`config.mk`:
```
export PLATFORM = sky130hd
export DESIGN_NAME = pm_device_flat
export DESIGN_NICKNAME = d
export VERILOG_FILES = /design/src/pm_pkg.sv /design/src/pm_bus_if.sv /design/src/pm_device.sv /design/src/pm_timer.sv /design/src/flat_wrapper.sv
export VERILOG_INCLUDE_DIRS = /design/src
export SDC_FILE = /design/constraint.sdc
export NUM_CORES = 1
export LEC_CHECK = 0
export BUFFER_PORTS_ARGS = -buffer_cell sky130_fd_sc_hd__buf_2
export CAP_MARGIN = 10
export CORE_UTILIZATION = 29
export DETAILED_ROUTE_END_ITERATION = 10
export SLEW_MARGIN = 25
export SYNTH_ARGS = -nofsm -noshare
export SYNTH_HDL_FRONTEND = slang
export SYNTH_SLANG_ARGS = --single-unit
export TNS_END_PERCENT = 5
```
`constraint.sdc`:
```
create_clock -name sys_clk -period 3.4 [get_ports sys_clk]
set_clock_uncertainty 0.1 [all_clocks]
set_input_delay 0.17 -clock sys_clk [delete_from_list [all_inputs] [get_ports sys_clk]]
set_output_delay 0.17 -clock sys_clk [all_outputs]
set_load 0.03 [all_outputs]
```
`src/pm_cfg.svh`:
```
/*
 Offsets, field positions and timing counts of the power management control block.
 Assumes a 50 MHz sys_clk and byte offsets on an 8-bit host address.
*/
// Overview of operation
// - Host reads device once before writes work
// - States: full, wake detect, energy detect, reserved
// - Byte check write wakes reduced-power device
// - Not ready: host writes only byte check; host gates on its asleep flag, so right after reset it can write before ready
// - PHY reset bit 10 holds PHY 100us
// - PHY reset bit clears on PHY release
// - PHY reset writes ignored while bit set
// - Wake-LAN bit 9 drives enabled wake output
// - Wake-LAN event raises power event interrupt
// - Energy-detect bit 8 drives enabled wake output
// - Energy event raises power event interrupt
// - Bit 6: zero open-drain, one push-pull
// - Open-drain output always active low
// - Cause field bits 5:4 encodes event kind
// - Cause bits clear by writing one
// - Cause clear only when full power, ready
// - Cause holds while its source stays active
// - Bit 3 selects pulsed or static output
// - Pulse lasts 50 ms; static until cleared
// - Bit 2 sets push-pull polarity
// - Bit 1 gates only external wake output
// - Ready bit 0 set after stabilising
`ifndef PM_CFG_SVH
`define PM_CFG_SVH

// ********************************
// Register map
// ********************************
`define PWR_CTRL_OFF 8'h84
`define BYTE_CHECK_OFF 8'h64

// ********************************
// Field positions
// ********************************
`define PS_MSB 13
`define PS_LSB 12
`define PHY_RESET_REQUEST_BIT 10
`define WAKE_LAN_ENABLE_BIT 9
`define ENERGY_DETECT_ENABLE_BIT 8
`define DRV_TYPE_BIT 6
`define CAUSE_MSB 5
`define CAUSE_LSB 4
`define PULSE_SEL_BIT 3
`define POL_BIT 2
`define OUT_EN_BIT 1
`define READY_BIT 0

// ********************************
// Timing
// ********************************
`define CLK_MHZ 50
`define PHY_RESET_REQUEST_TIME_US 100
`define PHY_RESET_REQUEST_CYCLES (`PHY_RESET_REQUEST_TIME_US * `CLK_MHZ)
`define WAKE_PULSE_TIME_MS 50
`define WAKE_PULSE_CYCLES (`WAKE_PULSE_TIME_MS * 1000 * `CLK_MHZ)
`define READY_DELAY_CYCLES 8'h10
`define TIMER_WIDTH 22

`endif

```
`src/pm_pkg.sv`:
```
/*
 Types shared by both ends of the power management control block.
 Assumes pm_cfg.svh for all numeric constants.
*/
package pm_pkg;

	// ********************************
	// Power states
	// ********************************
	typedef enum logic [1:0] {
		full_power_state = 2'h0,
		wake_detect_state = 2'h1,
		energy_detect_state = 2'h2,
		reserved_state = 2'h3
	} power_state_e;

	// ********************************
	// Device state
	// ********************************
	typedef struct packed {
		power_state_e pstate;
		logic ready;
		logic [7:0] rdy_cnt;
		logic phy_reset_request;
		logic wake_lan_enable;
		logic energy_detect_enable;
		logic drv_type;
		logic [1:0] cause;
		logic pulse_sel;
		logic pol;
		logic out_en;
		logic wake_out;
		logic wake_oe;
		logic [31:0] rdata;
		logic rd_valid;
	} dev_s;

	// ********************************
	// Host state
	// ********************************
	typedef enum logic [1:0] {
		h_idle = 2'h0,
		h_pre_wait = 2'h1,
		h_rd_wait = 2'h3
	} host_state_e;

	typedef struct packed {
		host_state_e state;
		logic need_read;
		logic asleep;
		logic cmd_write;
		logic [7:0] cmd_addr;
		logic [31:0] cmd_wdata;
		logic rd_stb;
		logic wr_stb;
		logic [7:0] addr;
		logic [31:0] wdata;
		logic rsp_valid;
		logic rsp_refused;
		logic [31:0] rsp_data;
	} host_s;

endpackage

```
`src/pm_bus_if.sv`:
```
/*
 SRAM-like host bus between the host end and the device end.
 Assumes both ends run on the same sys_clk; strobes last one cycle.
*/
`timescale 1ns/10ps
interface pm_bus_if;
	logic rd_stb;
	logic wr_stb;
	logic [7:0] addr;
	logic [31:0] wdata;
	logic [31:0] rdata;
	logic rd_valid;

	modport host (
		output rd_stb,
		output wr_stb,
		output addr,
		output wdata,
		input rdata,
		input rd_valid
	);

	modport device (
		input rd_stb,
		input wr_stb,
		input addr,
		input wdata,
		output rdata,
		output rd_valid
	);
endinterface

```
`src/pm_device.sv`:
```
/*
 Device end: power management control register, PHY reset timing and wake output.
 Holds the register fields, the ready settle counter and the two one-shot timers.
 Assumes the host keeps its own access order; event sources are levels on sys_clk.
 Assumes a pull-up on the wake pin while it is left in open-drain drive.
 Assumes reads of any offset are always answered, asleep or not.
*/
`timescale 1ns/10ps
`include "pm_cfg.svh"
module pm_device #(
	parameter int unsigned PHY_RESET_REQUEST_CYCLES = `PHY_RESET_REQUEST_CYCLES,
	parameter int unsigned WAKE_PULSE_CYCLES = `WAKE_PULSE_CYCLES,
	parameter logic [31:0] BYTE_CHECK_VALUE = 32'h1234ABCD // Arbitrary value
) (
	input wire logic sys_clk,
	input wire logic rst,
	pm_bus_if.device bus,
	input wire logic wol_event,
	input wire logic energy_event,
	output logic phy_reset,
	output logic power_event_interrupt,
	output logic wake_event_output,
	output logic wake_event_output_oe,
	output pm_pkg::power_state_e power_state,
	output logic device_ready
);
	import pm_pkg::*;

	// ********************************
	// State
	// ********************************
	dev_s q;
	dev_s d;
	logic wr_ctrl;
	logic wr_check;
	logic ctrl_ok;
	power_state_e ps_w;
	logic [1:0] set_v;
	logic [1:0] clr_v;
	logic phy_start;
	logic phy_done;
	logic pulse_start;
	logic pulse_busy;
	logic active;
	logic [1:0] armed;
	logic sleep_req;
	logic [31:0] ctrl_word;

	// ********************************
	// Timers
	// ********************************
	pm_timer #(.W(`TIMER_WIDTH), .CYCLES(PHY_RESET_REQUEST_CYCLES)) phy_tmr (
		.sys_clk(sys_clk),
		.rst(rst),
		.start(phy_start),
		.busy(),
		.done(phy_done)
	);

	pm_timer #(.W(`TIMER_WIDTH), .CYCLES(WAKE_PULSE_CYCLES)) pulse_tmr (
		.sys_clk(sys_clk),
		.rst(rst),
		.start(pulse_start),
		.busy(pulse_busy),
		.done()
	);

	// ********************************
	// Next state
	// ********************************
	always_comb begin
		d = q;
		d.rd_valid = 1'b0;
		wr_ctrl = bus.wr_stb && (bus.addr == `PWR_CTRL_OFF);
		wr_check = bus.wr_stb && (bus.addr == `BYTE_CHECK_OFF);
		// Control writes while not ready are dropped so a stray access cannot reconfigure
		ctrl_ok = wr_ctrl && q.ready;
		ps_w = power_state_e'(bus.wdata[`PS_MSB:`PS_LSB]);
		phy_start = 1'b0;
		ctrl_word = 32'h00000000;
		sleep_req = ctrl_ok && ps_w != full_power_state && ps_w != reserved_state;

		// ********************************
		// Power state and ready
		// ********************************
		// Settle count runs only in full power, so every wake waits the whole delay
		if (!q.ready && q.pstate == full_power_state) begin
			if (q.rdy_cnt == `READY_DELAY_CYCLES) begin
				d.ready = 1'b1;
			end else begin
				d.rdy_cnt = q.rdy_cnt + 8'h01;
			end
		end

		if (sleep_req) begin
			d.pstate = ps_w;
			d.ready = 1'b0;
			d.rdy_cnt = 8'h00;
		end
		// Any data wakes; the value written is not looked at
		if (wr_check && q.pstate != full_power_state) begin
			d.pstate = full_power_state;
			d.rdy_cnt = 8'h00;
		end

		// ********************************
		// Configuration and PHY reset
		// ********************************
		// Config fields are written whole; a zero in a bit clears it
		if (ctrl_ok) begin
			d.wake_lan_enable = bus.wdata[`WAKE_LAN_ENABLE_BIT];
			d.energy_detect_enable = bus.wdata[`ENERGY_DETECT_ENABLE_BIT];
			d.drv_type = bus.wdata[`DRV_TYPE_BIT];
			d.pulse_sel = bus.wdata[`PULSE_SEL_BIT];
			d.pol = bus.wdata[`POL_BIT];
			d.out_en = bus.wdata[`OUT_EN_BIT];
		end

		if (ctrl_ok && bus.wdata[`PHY_RESET_REQUEST_BIT] && !q.phy_reset_request) begin
			d.phy_reset_request = 1'b1;
			phy_start = 1'b1;
		end
		// Start needs the bit clear, so the hold timer never restarts early
		if (phy_done) begin
			d.phy_reset_request = 1'b0;
		end

		// ********************************
		// Wake cause
		// ********************************
		// Bit 1 is wake frame, bit 0 energy; both set reads as multiple events
		set_v = {wol_event && q.wake_lan_enable, energy_event && q.energy_detect_enable};
		clr_v = 2'h0;
		if (ctrl_ok && q.pstate == full_power_state) begin
			clr_v = bus.wdata[`CAUSE_MSB:`CAUSE_LSB];
		end
		// A source still active sets again, so set wins over clear
		d.cause = (q.cause & ~clr_v) | set_v;
		// Only a newly set cause starts a pulse; a standing one never retriggers it
		pulse_start = |(set_v & ~q.cause);

		// ********************************
		// Wake pin
		// ********************************
		armed = q.cause & {q.wake_lan_enable, q.energy_detect_enable};
		active = q.out_en && (|armed);
		if (q.pulse_sel) begin
			active = active && pulse_busy;
		end
		// Open drain only pulls low, so the polarity bit has no effect there
		if (q.drv_type) begin
			d.wake_oe = 1'b1;
			d.wake_out = q.pol ? active : !active;
		end else begin
			d.wake_oe = active;
			d.wake_out = 1'b0;
		end

		// ********************************
		// Read data
		// ********************************
		ctrl_word[`PS_MSB:`PS_LSB] = q.pstate;
		ctrl_word[`PHY_RESET_REQUEST_BIT] = q.phy_reset_request;
		ctrl_word[`WAKE_LAN_ENABLE_BIT] = q.wake_lan_enable;
		ctrl_word[`ENERGY_DETECT_ENABLE_BIT] = q.energy_detect_enable;
		ctrl_word[`DRV_TYPE_BIT] = q.drv_type;
		ctrl_word[`CAUSE_MSB:`CAUSE_LSB] = q.cause;
		ctrl_word[`PULSE_SEL_BIT] = q.pulse_sel;
		ctrl_word[`POL_BIT] = q.pol;
		ctrl_word[`OUT_EN_BIT] = q.out_en;
		ctrl_word[`READY_BIT] = q.ready;
		if (bus.rd_stb) begin
			d.rd_valid = 1'b1;
			case (bus.addr)
				`PWR_CTRL_OFF: begin
					d.rdata = ctrl_word;
				end
				`BYTE_CHECK_OFF: begin
					d.rdata = BYTE_CHECK_VALUE;
				end
				// Unmapped offsets read as zero
				default: begin
					d.rdata = 32'h00000000;
				end
			endcase
		end
	end

	always_ff @(posedge sys_clk) begin
		if (rst) begin
			q <= '0;
		end else begin
			q <= d;
		end
	end

	// ********************************
	// Outputs
	// ********************************
	assign bus.rdata = q.rdata;
	assign bus.rd_valid = q.rd_valid;
	assign phy_reset = q.phy_reset_request;
	// Interrupt follows the cause bits, whatever the pin enable
	assign power_event_interrupt = |q.cause;
	assign wake_event_output = q.wake_out;
	assign wake_event_output_oe = q.wake_oe;
	assign power_state = q.pstate;
	assign device_ready = q.ready;
endmodule

```
`src/pm_timer.sv`:
```
/*
 One-shot down counter: busy for CYCLES clocks after start, done in the last one.
 Assumes start is a one-cycle pulse from logic on sys_clk.
*/
`timescale 1ns/10ps
module pm_timer #(
	parameter int W = 22,
	parameter int unsigned CYCLES = 5000
) (
	input wire logic sys_clk,
	input wire logic rst,
	input wire logic start,
	output logic busy,
	output logic done
);
	typedef struct packed {
		logic [W-1:0] cnt;
	} tmr_s;

	tmr_s q;
	tmr_s d;

	always_comb begin
		d = q;
		if (start) begin
			d.cnt = W'(CYCLES);
		end else if (q.cnt != '0) begin
			d.cnt = q.cnt - W'(1);
		end
	end

	always_ff @(posedge sys_clk) begin
		if (rst) begin
			q <= '0;
		end else begin
			q <= d;
		end
	end

	assign busy = (q.cnt != '0);
	assign done = (q.cnt == W'(1));
endmodule

```
`src/flat_wrapper.sv`:
```
// flat-port wrapper written by rule: the top's interface ports become plain ports
module pm_device_flat import pm_pkg::*;
#(
	parameter int unsigned PHY_RESET_REQUEST_CYCLES = `PHY_RESET_REQUEST_CYCLES,
	parameter int unsigned WAKE_PULSE_CYCLES = `WAKE_PULSE_CYCLES,
	parameter logic [31:0] BYTE_CHECK_VALUE = 32'h1234ABCD                   
)
  (sys_clk, rst, wol_event, energy_event, phy_reset, power_event_interrupt, wake_event_output, wake_event_output_oe, power_state, device_ready, bus_rd_stb, bus_wr_stb, bus_addr, bus_wdata, bus_rdata, bus_rd_valid);
  pm_bus_if bus_i ();
  input wire logic sys_clk;
  input wire logic rst;
  input wire logic wol_event;
  input wire logic energy_event;
  output logic phy_reset;
  output logic power_event_interrupt;
  output logic wake_event_output;
  output logic wake_event_output_oe;
  output pm_pkg::power_state_e power_state;
  output logic device_ready;
  input wire logic [$bits(bus_i.rd_stb)-1:0] bus_rd_stb;
  input wire logic [$bits(bus_i.wr_stb)-1:0] bus_wr_stb;
  input wire logic [$bits(bus_i.addr)-1:0] bus_addr;
  input wire logic [$bits(bus_i.wdata)-1:0] bus_wdata;
  output wire logic [$bits(bus_i.rdata)-1:0] bus_rdata;
  output wire logic [$bits(bus_i.rd_valid)-1:0] bus_rd_valid;
  assign bus_i.rd_stb = bus_rd_stb;
  assign bus_i.wr_stb = bus_wr_stb;
  assign bus_i.addr = bus_addr;
  assign bus_i.wdata = bus_wdata;
  assign bus_rdata = bus_i.rdata;
  assign bus_rd_valid = bus_i.rd_valid;
  pm_device #(.PHY_RESET_REQUEST_CYCLES(PHY_RESET_REQUEST_CYCLES), .WAKE_PULSE_CYCLES(WAKE_PULSE_CYCLES), .BYTE_CHECK_VALUE(BYTE_CHECK_VALUE)) u_core (.sys_clk(sys_clk), .rst(rst), .bus(bus_i), .wol_event(wol_event), .energy_event(energy_event), .phy_reset(phy_reset), .power_event_interrupt(power_event_interrupt), .wake_event_output(wake_event_output), .wake_event_output_oe(wake_event_output_oe), .power_state(power_state), .device_ready(device_ready));
endmodule
```
==> results.toml, run 1 <==
[logic_synthesis]
synth_cell_type_count = 49
synthMostInstantiatedCell = "dfxtp_1"
yosys.area.top_type_share_pct = 40.0
yosys.area.top_type = "dfxtp_1"
synthesis.area_um2 = 4010
synthTopCellsByCount = "dfxtp_1, nor2_1, nand2_1"
synth_edf_count = 0
synth.avg_cell_area_um2 = 8.31
synthCells = 482
synth_warnings = 0
synthArstFlopShare_pct = 0
ys_ff_latch = 80
ys_seq_area_share_pct = 40.0
synth_flop_cell = "dfxtp_1"
synth.top_cells.by_area = "dfxtp_1, buf_4, nor2_1"

[worst_setup_path]
regToRegSetupSlack_ns = 0.85
crit_required_ns = 3.58
path_buf_inv = 1
r2r_end = "u_core.phy_tmr.q[16]"
cp_common_cell = "nand2_1"
endpoint_kind = "flip-flop"
crit_chain = "inv_1 -> ha_1 -> nor4b_1 -> and4_1 -> nand2_1 -> a311o_1 -> nand2_1"
critPathMaxStageDelay_ns = 0.58
critPathTopFamily = "simple AND/OR/NAND/NOR gates"
cp_slowest_cell = "and4_1"
crit_type = "flip-flop to flip-flop"
timing.rr.start = "u_core.phy_tmr.q[0]"
arrival_ns = 2.73
reg2reg_depth = 7
cp_max_fo = 14
startpoint_type = "flip-flop"

[global_routing]
grt_pass1_wl_um = 14500
grt_pass1_vias = 3069
grt_max_degree = 45
antenna_found_initial = 0
overflow = 0
grt_usage_pct = 12.6

[layout]
multi_input_area_um2 = 2090
nNetsFinal = 565
antenna_cells = 0
syn_to_final_growth_pct = 15.2
drive_gt1_share_pct = 14.7
regArea_um2 = 1600
fillerInstances = 1404

[detailed_routing]
wl_per_cell_um = 12.6
drt-initial-drc-count = 191
first_pass_iters = 4
routed_via_density = 4.82
wl_met1_um = 4200
dr_wl_met2_um = 4120
postRouteAntennaNets = 0
top_layer = "met4"
drc = 0
via_count = 3338
wl_met3_um = 342
drt_wl_total_um = 8760

[timing]
fin_crit_ns = 2.55
setup_viol = 0
max_freq_ghz = 0.392
worst_pin_slew_ns = 0.869
hold_viol_final = 0
relSlewSlack_pct = 41.2
rsz0062_at_grt = "false"
finalMaxSlewViolations = 0
tns_ns = 0
final.period_utilization_pct = 75.1

[clocking]
cts_resized = 0
insertion_delay_ns = 0.33
clk_pin_slew_worst_paths_ns = 0.06
cts_tree = "yes"
post_cts_buffers = 0
cts-buffers-inserted = 9
cts_sinks = 80
cts_max_level = 3
root_buffer = "clkbuf_16"
clk_path_buf_depth = 2

[floorplanning]
die-area_um2 = 14300
ios = 86
start_util_pct = 30.0
die_h_um = 120
rows = 42
die_x_um = 120
core_um2 = 13300

[placed_design]
hpwlAfterDp_um = 6240
gp_congestion = 0.791
io_buffer_count = 52

[min_path]
hold_start = "energy_event"
hold_end = "u_core.ctrl_word[4]"
worstHoldPathCells = 3
hold_class = "input pin to flip-flop"

[power]
total_power_mw = 4.34
vdd_ir_drop_max_mv = 0.349
power_density_nw_per_um2 = 940
p_leak_nw = 1.85

[job]
cap_violations = 0

[status]
status = "finished clean"
-- layout make-up --
class	instances	share of cell area [%]
Timing Repair Buffer	62	7.70
Clock inverter	4	1.65
Inverter	8	0.650
Multi-Input combinational cell	351	45.2
Tap cell	176	4.77
Clock buffer	12	5.34
Sequential cell	80	34.7
-- cell families (layout without fill, tap and decap cells) --
kind of cell,Yosys count,after routing,share of synthesized area (%)
compound gates,74,74,11.8
xor+xnor,41,41,8.96
fa+ha+maj,7,7,2.19
buf+inv,62,86,8.99
flops,80,80,40.0
mux,1,1,0.250
other cells,1,12,0.0936
simple gates,216,216,27.7
-- placed cells by master (no fill, tap or decap), types with 6 or more instances in the layout --
cell	count
dfxtp_1	80
or3_1	6
nor3_1	11
clkbuf_16	9
buf_2	52
nand4_1	7
nand3_1	17
inv_1	8
conb_1	12
a211oi_1	11
nand2b_1	7
xnor2_1	15
a21oi_1	36
nor2b_1	7
ha_1	7
nand2_1	47
nor2_1	64
nor4_1	14
xor2_1	26
dlygate4sd3_1	8
-- worst max-delay path by stage --
stage,endpoint,cells past startpoint,slack [ns],startpoint
finish,u_core.phy_tmr.q[16],7,0.85,u_core.phy_tmr.q[0]
global route,u_core.phy_tmr.q[16],7,0.61,u_core.phy_tmr.q[0]
CTS,u_core.phy_tmr.q[16],7,0.83,u_core.phy_tmr.q[0]
detailed placement,u_core.phy_tmr.q[6],7,0.84,u_core.phy_tmr.q[0]
global placement,u_core.ctrl_word[5],5,0.92,bus_addr[1]
floorplan,u_core.phy_tmr.q[17],5,1.15,u_core.phy_tmr.q[9]
-- worst min-delay path: stages --
cell and delay, ns:
buf_2 0.10, nand2_1 0.07, a311oi_1 0.08
-- through the flow --
| step | hold WS, ns | setup slack (ns) | instance area, µm² | std cells | utilization, % |
|---|---|---|---|---|---|
| floorplan | 0.180 | 1.15 | 4050 | 493 | - |
| global placement | 0.272 | 0.922 | 4210 | 669 | 31.6 |
| detailed placement | 0.280 | 0.843 | 4210 | 669 | 31.6 |
| CTS | 0.0333 | 0.827 | 4620 | 693 | 34.6 |
| global route | 0.0408 | 0.614 | 4620 | 693 | 34.6 |
| finish | 0.0457 | 0.848 | 4620 | 693 | 34.6 |
-- state kept, by name, summed over array words and instances, names as in the netlist --
signal                       cells
u_core.bus.rdata                13
u_core.wake_event_output         1
u_core.q                         8
u_core.pulse_tmr.q              22
u_core.phy_tmr.q                22
u_core.bus.rd_valid              1
u_core.power_state               2
u_core.device_ready              1
u_core.phy_reset                 1
u_core.wake_event_output_oe      1
u_core.ctrl_word                 8
-- power breakdown --
part           switching [mW]  total (mW)  internal [mW]
registers               0.236        1.41           1.18
clock network           0.375        1.04          0.666
logic                    1.11        1.89          0.779
-- metal layers --
metal	up-vias	GRT usage, %
met5	-	0
met4	0	3.98
met3	8	3.71
met2	62	20.6
met1	1575	15.9
li1	1693	-
-- repair_timing --
action | CTS | global route
hold buffers | 8 | 0
hold endpoints to repair | 8 | 0
endpoints found under the setup margin | 0 | 0
No activity file was read; power rests on OpenSTA's default activity.
==> run 2: changes to the inputs <==
--- a/config.mk
+++ b/config.mk
@@ -6,6 +6,7 @@
 export SDC_FILE = /design/constraint.sdc
 export NUM_CORES = 1
 export LEC_CHECK = 0
+export ABC_AREA = 1
 export BUFFER_PORTS_ARGS = -buffer_cell sky130_fd_sc_hd__buf_2
 export CAP_MARGIN = 10
 export CORE_UTILIZATION = 29
==> constraint.sdc (replaced) <==
create_clock -name sys_clk -period 2.1 [get_ports sys_clk]
set_clock_uncertainty 0.1 [all_clocks]
set_input_delay 0.105 -clock sys_clk [delete_from_list [all_inputs] [get_ports sys_clk]]
set_output_delay 0.105 -clock sys_clk [all_outputs]
set_load 0.03 [all_outputs]
==> run 2 against run 1 <==
Compared with the run above: hold slack got worse by 0.023 ns; critical path type unchanged; clock-buffer cell count shrank 3; sequential cell count unchanged; total power is 56% higher; area after synthesis grew 11%; first-iteration DRC count up 16%; via count rose by 18%; wire length grew 20%; core utilization up 0.33 points.
==> results.toml, run 2 <==
[status]
status = "finished clean"

[layout]
drive_gt1_share_pct = 15.5
antenna_cells = 0
nNetsFinal = 764
final_cell_mix = "nand2_1, nor2_1, dfxtp_1, inv_1, buf_2"
final_common_cell = "nand2_1"
postLayoutCellArea_um2 = 5150
syn_to_final_growth_pct = 15.6
fin_util_pct = 34.9
fin_cells = 900

[clocking]
cts_resized = 0
holdBufCountCts = 10
post_cts_buffers = 0
cts_tree = "yes"
clk_pin_slew_worst_paths_ns = 0.07
cts-buffers-inserted = 9
clk_path_buf_depth = 2
cts_max_level = 3
root_buffer = "clkbuf_16"
cts_sinks = 80
insertion_delay_ns = 0.33

[timing]
tns_ns = 0
hold_viol_final = 0
fin_crit_ns = 1.79
rsz0062_at_grt = "false"
setup_viol = 0
final.period_utilization_pct = 85.2
worst_pin_slew_ns = 0.570
finalMaxSlewViolations = 0
max_freq_ghz = 0.559
setup_ws_ns = 0.311
hold_slack_ns = 0.0228
relSlewSlack_pct = 61.9

[job]
cap_violations = 0

[global_routing]
overflow = 0
grt_usage_pct = 13.8
grt_max_degree = 24
grt_pass1_wl_um = 17600
grt_pass1_vias = 3774
antenna_found_initial = 0

[placed_design]
placed_area_um2 = 4740
gp_congestion = 0.902
place_ws_ns = 0.359
hpwlAfterDp_um = 7940
io_buffer_count = 52
dp_cells = 874

[logic_synthesis]
synth_cell_type_count = 35
synth_edf_count = 0
ys_seq_area_share_pct = 35.9
synth.top_cells.by_area = "dfxtp_1, nand2_1, nor2_1"
synthCells = 662
yosys.area.top_type_share_pct = 35.9
synthTopCellsByCount = "nand2_1, nor2_1, dfxtp_1"
ys_ff_latch = 80
synth_warnings = 0
synth_flop_cell = "dfxtp_1"
synth.avg_cell_area_um2 = 6.73
synthesis.area_um2 = 4460
synthMostInstantiatedCell = "nand2_1"
synthArstFlopShare_pct = 0
yosys.area.top_type = "dfxtp_1"

[detailed_routing]
via_count = 3953
dr_wl_met2_um = 4840
wl_met3_um = 388
routed_via_density = 4.39
postRouteAntennaNets = 0
drt_wl_total_um = 10500
top_layer = "met4"
drt-initial-drc-count = 222
wl_met1_um = 5180
wl_per_cell_um = 11.7
drc = 0
first_pass_iters = 4

[floorplanning]
rows = 44
ios = 86
die_x_um = 126
die-area_um2 = 15900
die_h_um = 126
core_um2 = 14800
start_util_pct = 30.2

[min_path]
hold_class = "input pin to flip-flop"

[power]
vdd_ir_drop_max_mv = 0.486
total_power_mw = 6.78
power_density_nw_per_um2 = 1320
p_leak_nw = 2.41

[worst_setup_path]
crit_required_ns = 2.28
arrival_ns = 1.97
endpoint_kind = "flip-flop"
crit_type = "flip-flop to flip-flop"
cp_max_fo = 5
startpoint_type = "flip-flop"
## run 2: cell types whose count changed in the layout (fill, tap and decap cells not counted), sizes merged, moves of 9 or more
cell    before  now
buf         54   63
nand2       47  160
o21ai        3   23
nor2        64  134
nor4        15    0
xor2        26   14
nand3       18   40
nor3        11    2
inv          9   69
a211oi      11    0
## run 2: worst max-delay path, cell delays in order (launching register included)
cell and delay [ns]:
dfxtp_1 0.33, inv_1 0.15, ha_1 0.26, nand2_2 0.11, nor2_2 0.13, inv_1 0.09
nor2_2 0.19, nand3_1 0.15, nand2_1 0.08, nand3_1 0.06, nor2_1 0.08
## run 2: per-layer routing
layer / up-vias / GRT usage, %
met5: - / 0
met1: 1749 / 17.9
met3: 15 / 2.89
met4: 0 / 3.19
li1: 2130 / -
met2: 59 / 23.2
## run 2: cells by family after synthesis
| logic type | share of synthesized area (%) |
|---|---|
| AO/OA/AOI/OAI | 8.37 |
| XOR/XNOR | 5.11 |
| adder cells (fa/ha/maj) | 1.97 |
| buffers and inverters | 13.0 |
| flip-flops | 35.9 |
| other | 0.0842 |
| AND/OR/NAND/NOR | 35.6 |
## run 2: final timing paths
check | start | end | slack (ns) | depth (start not counted)
worst max-delay path | u_core.pulse_tmr.q[0] | u_core.pulse_tmr.q[20] | 0.31 | 10
worst min-delay path | bus_wdata[10] | u_core.phy_reset | 0.02 | 3
worst max register to register | u_core.pulse_tmr.q[0] | u_core.pulse_tmr.q[20] | 0.31 | 10
worst min register to register | u_core.phy_reset | u_core.bus.rdata[10] | 0.38 | 2
## run 2: power breakdown
| group | switching, mW | internal (mW) | total [mW] |
|---|---|---|---|
| clock network | 0.686 | 0.942 | 1.63 |
| registers | 0.261 | 1.80 | 2.06 |
| logic | 1.95 | 1.14 | 3.08 |
| total | 2.90 | 3.88 | 6.78 |
## run 2: cell type report
type | instances | area (µm²)
clock buffers | 9 | 225
fillers | 1617 | 9600
clock inverters | 7 | 82.6
flip-flops and latches | 80 | 1600
multi-input cells | 481 | 2320
repair buffers | 73 | 443
inverters | 66 | 253
well taps | 184 | 230
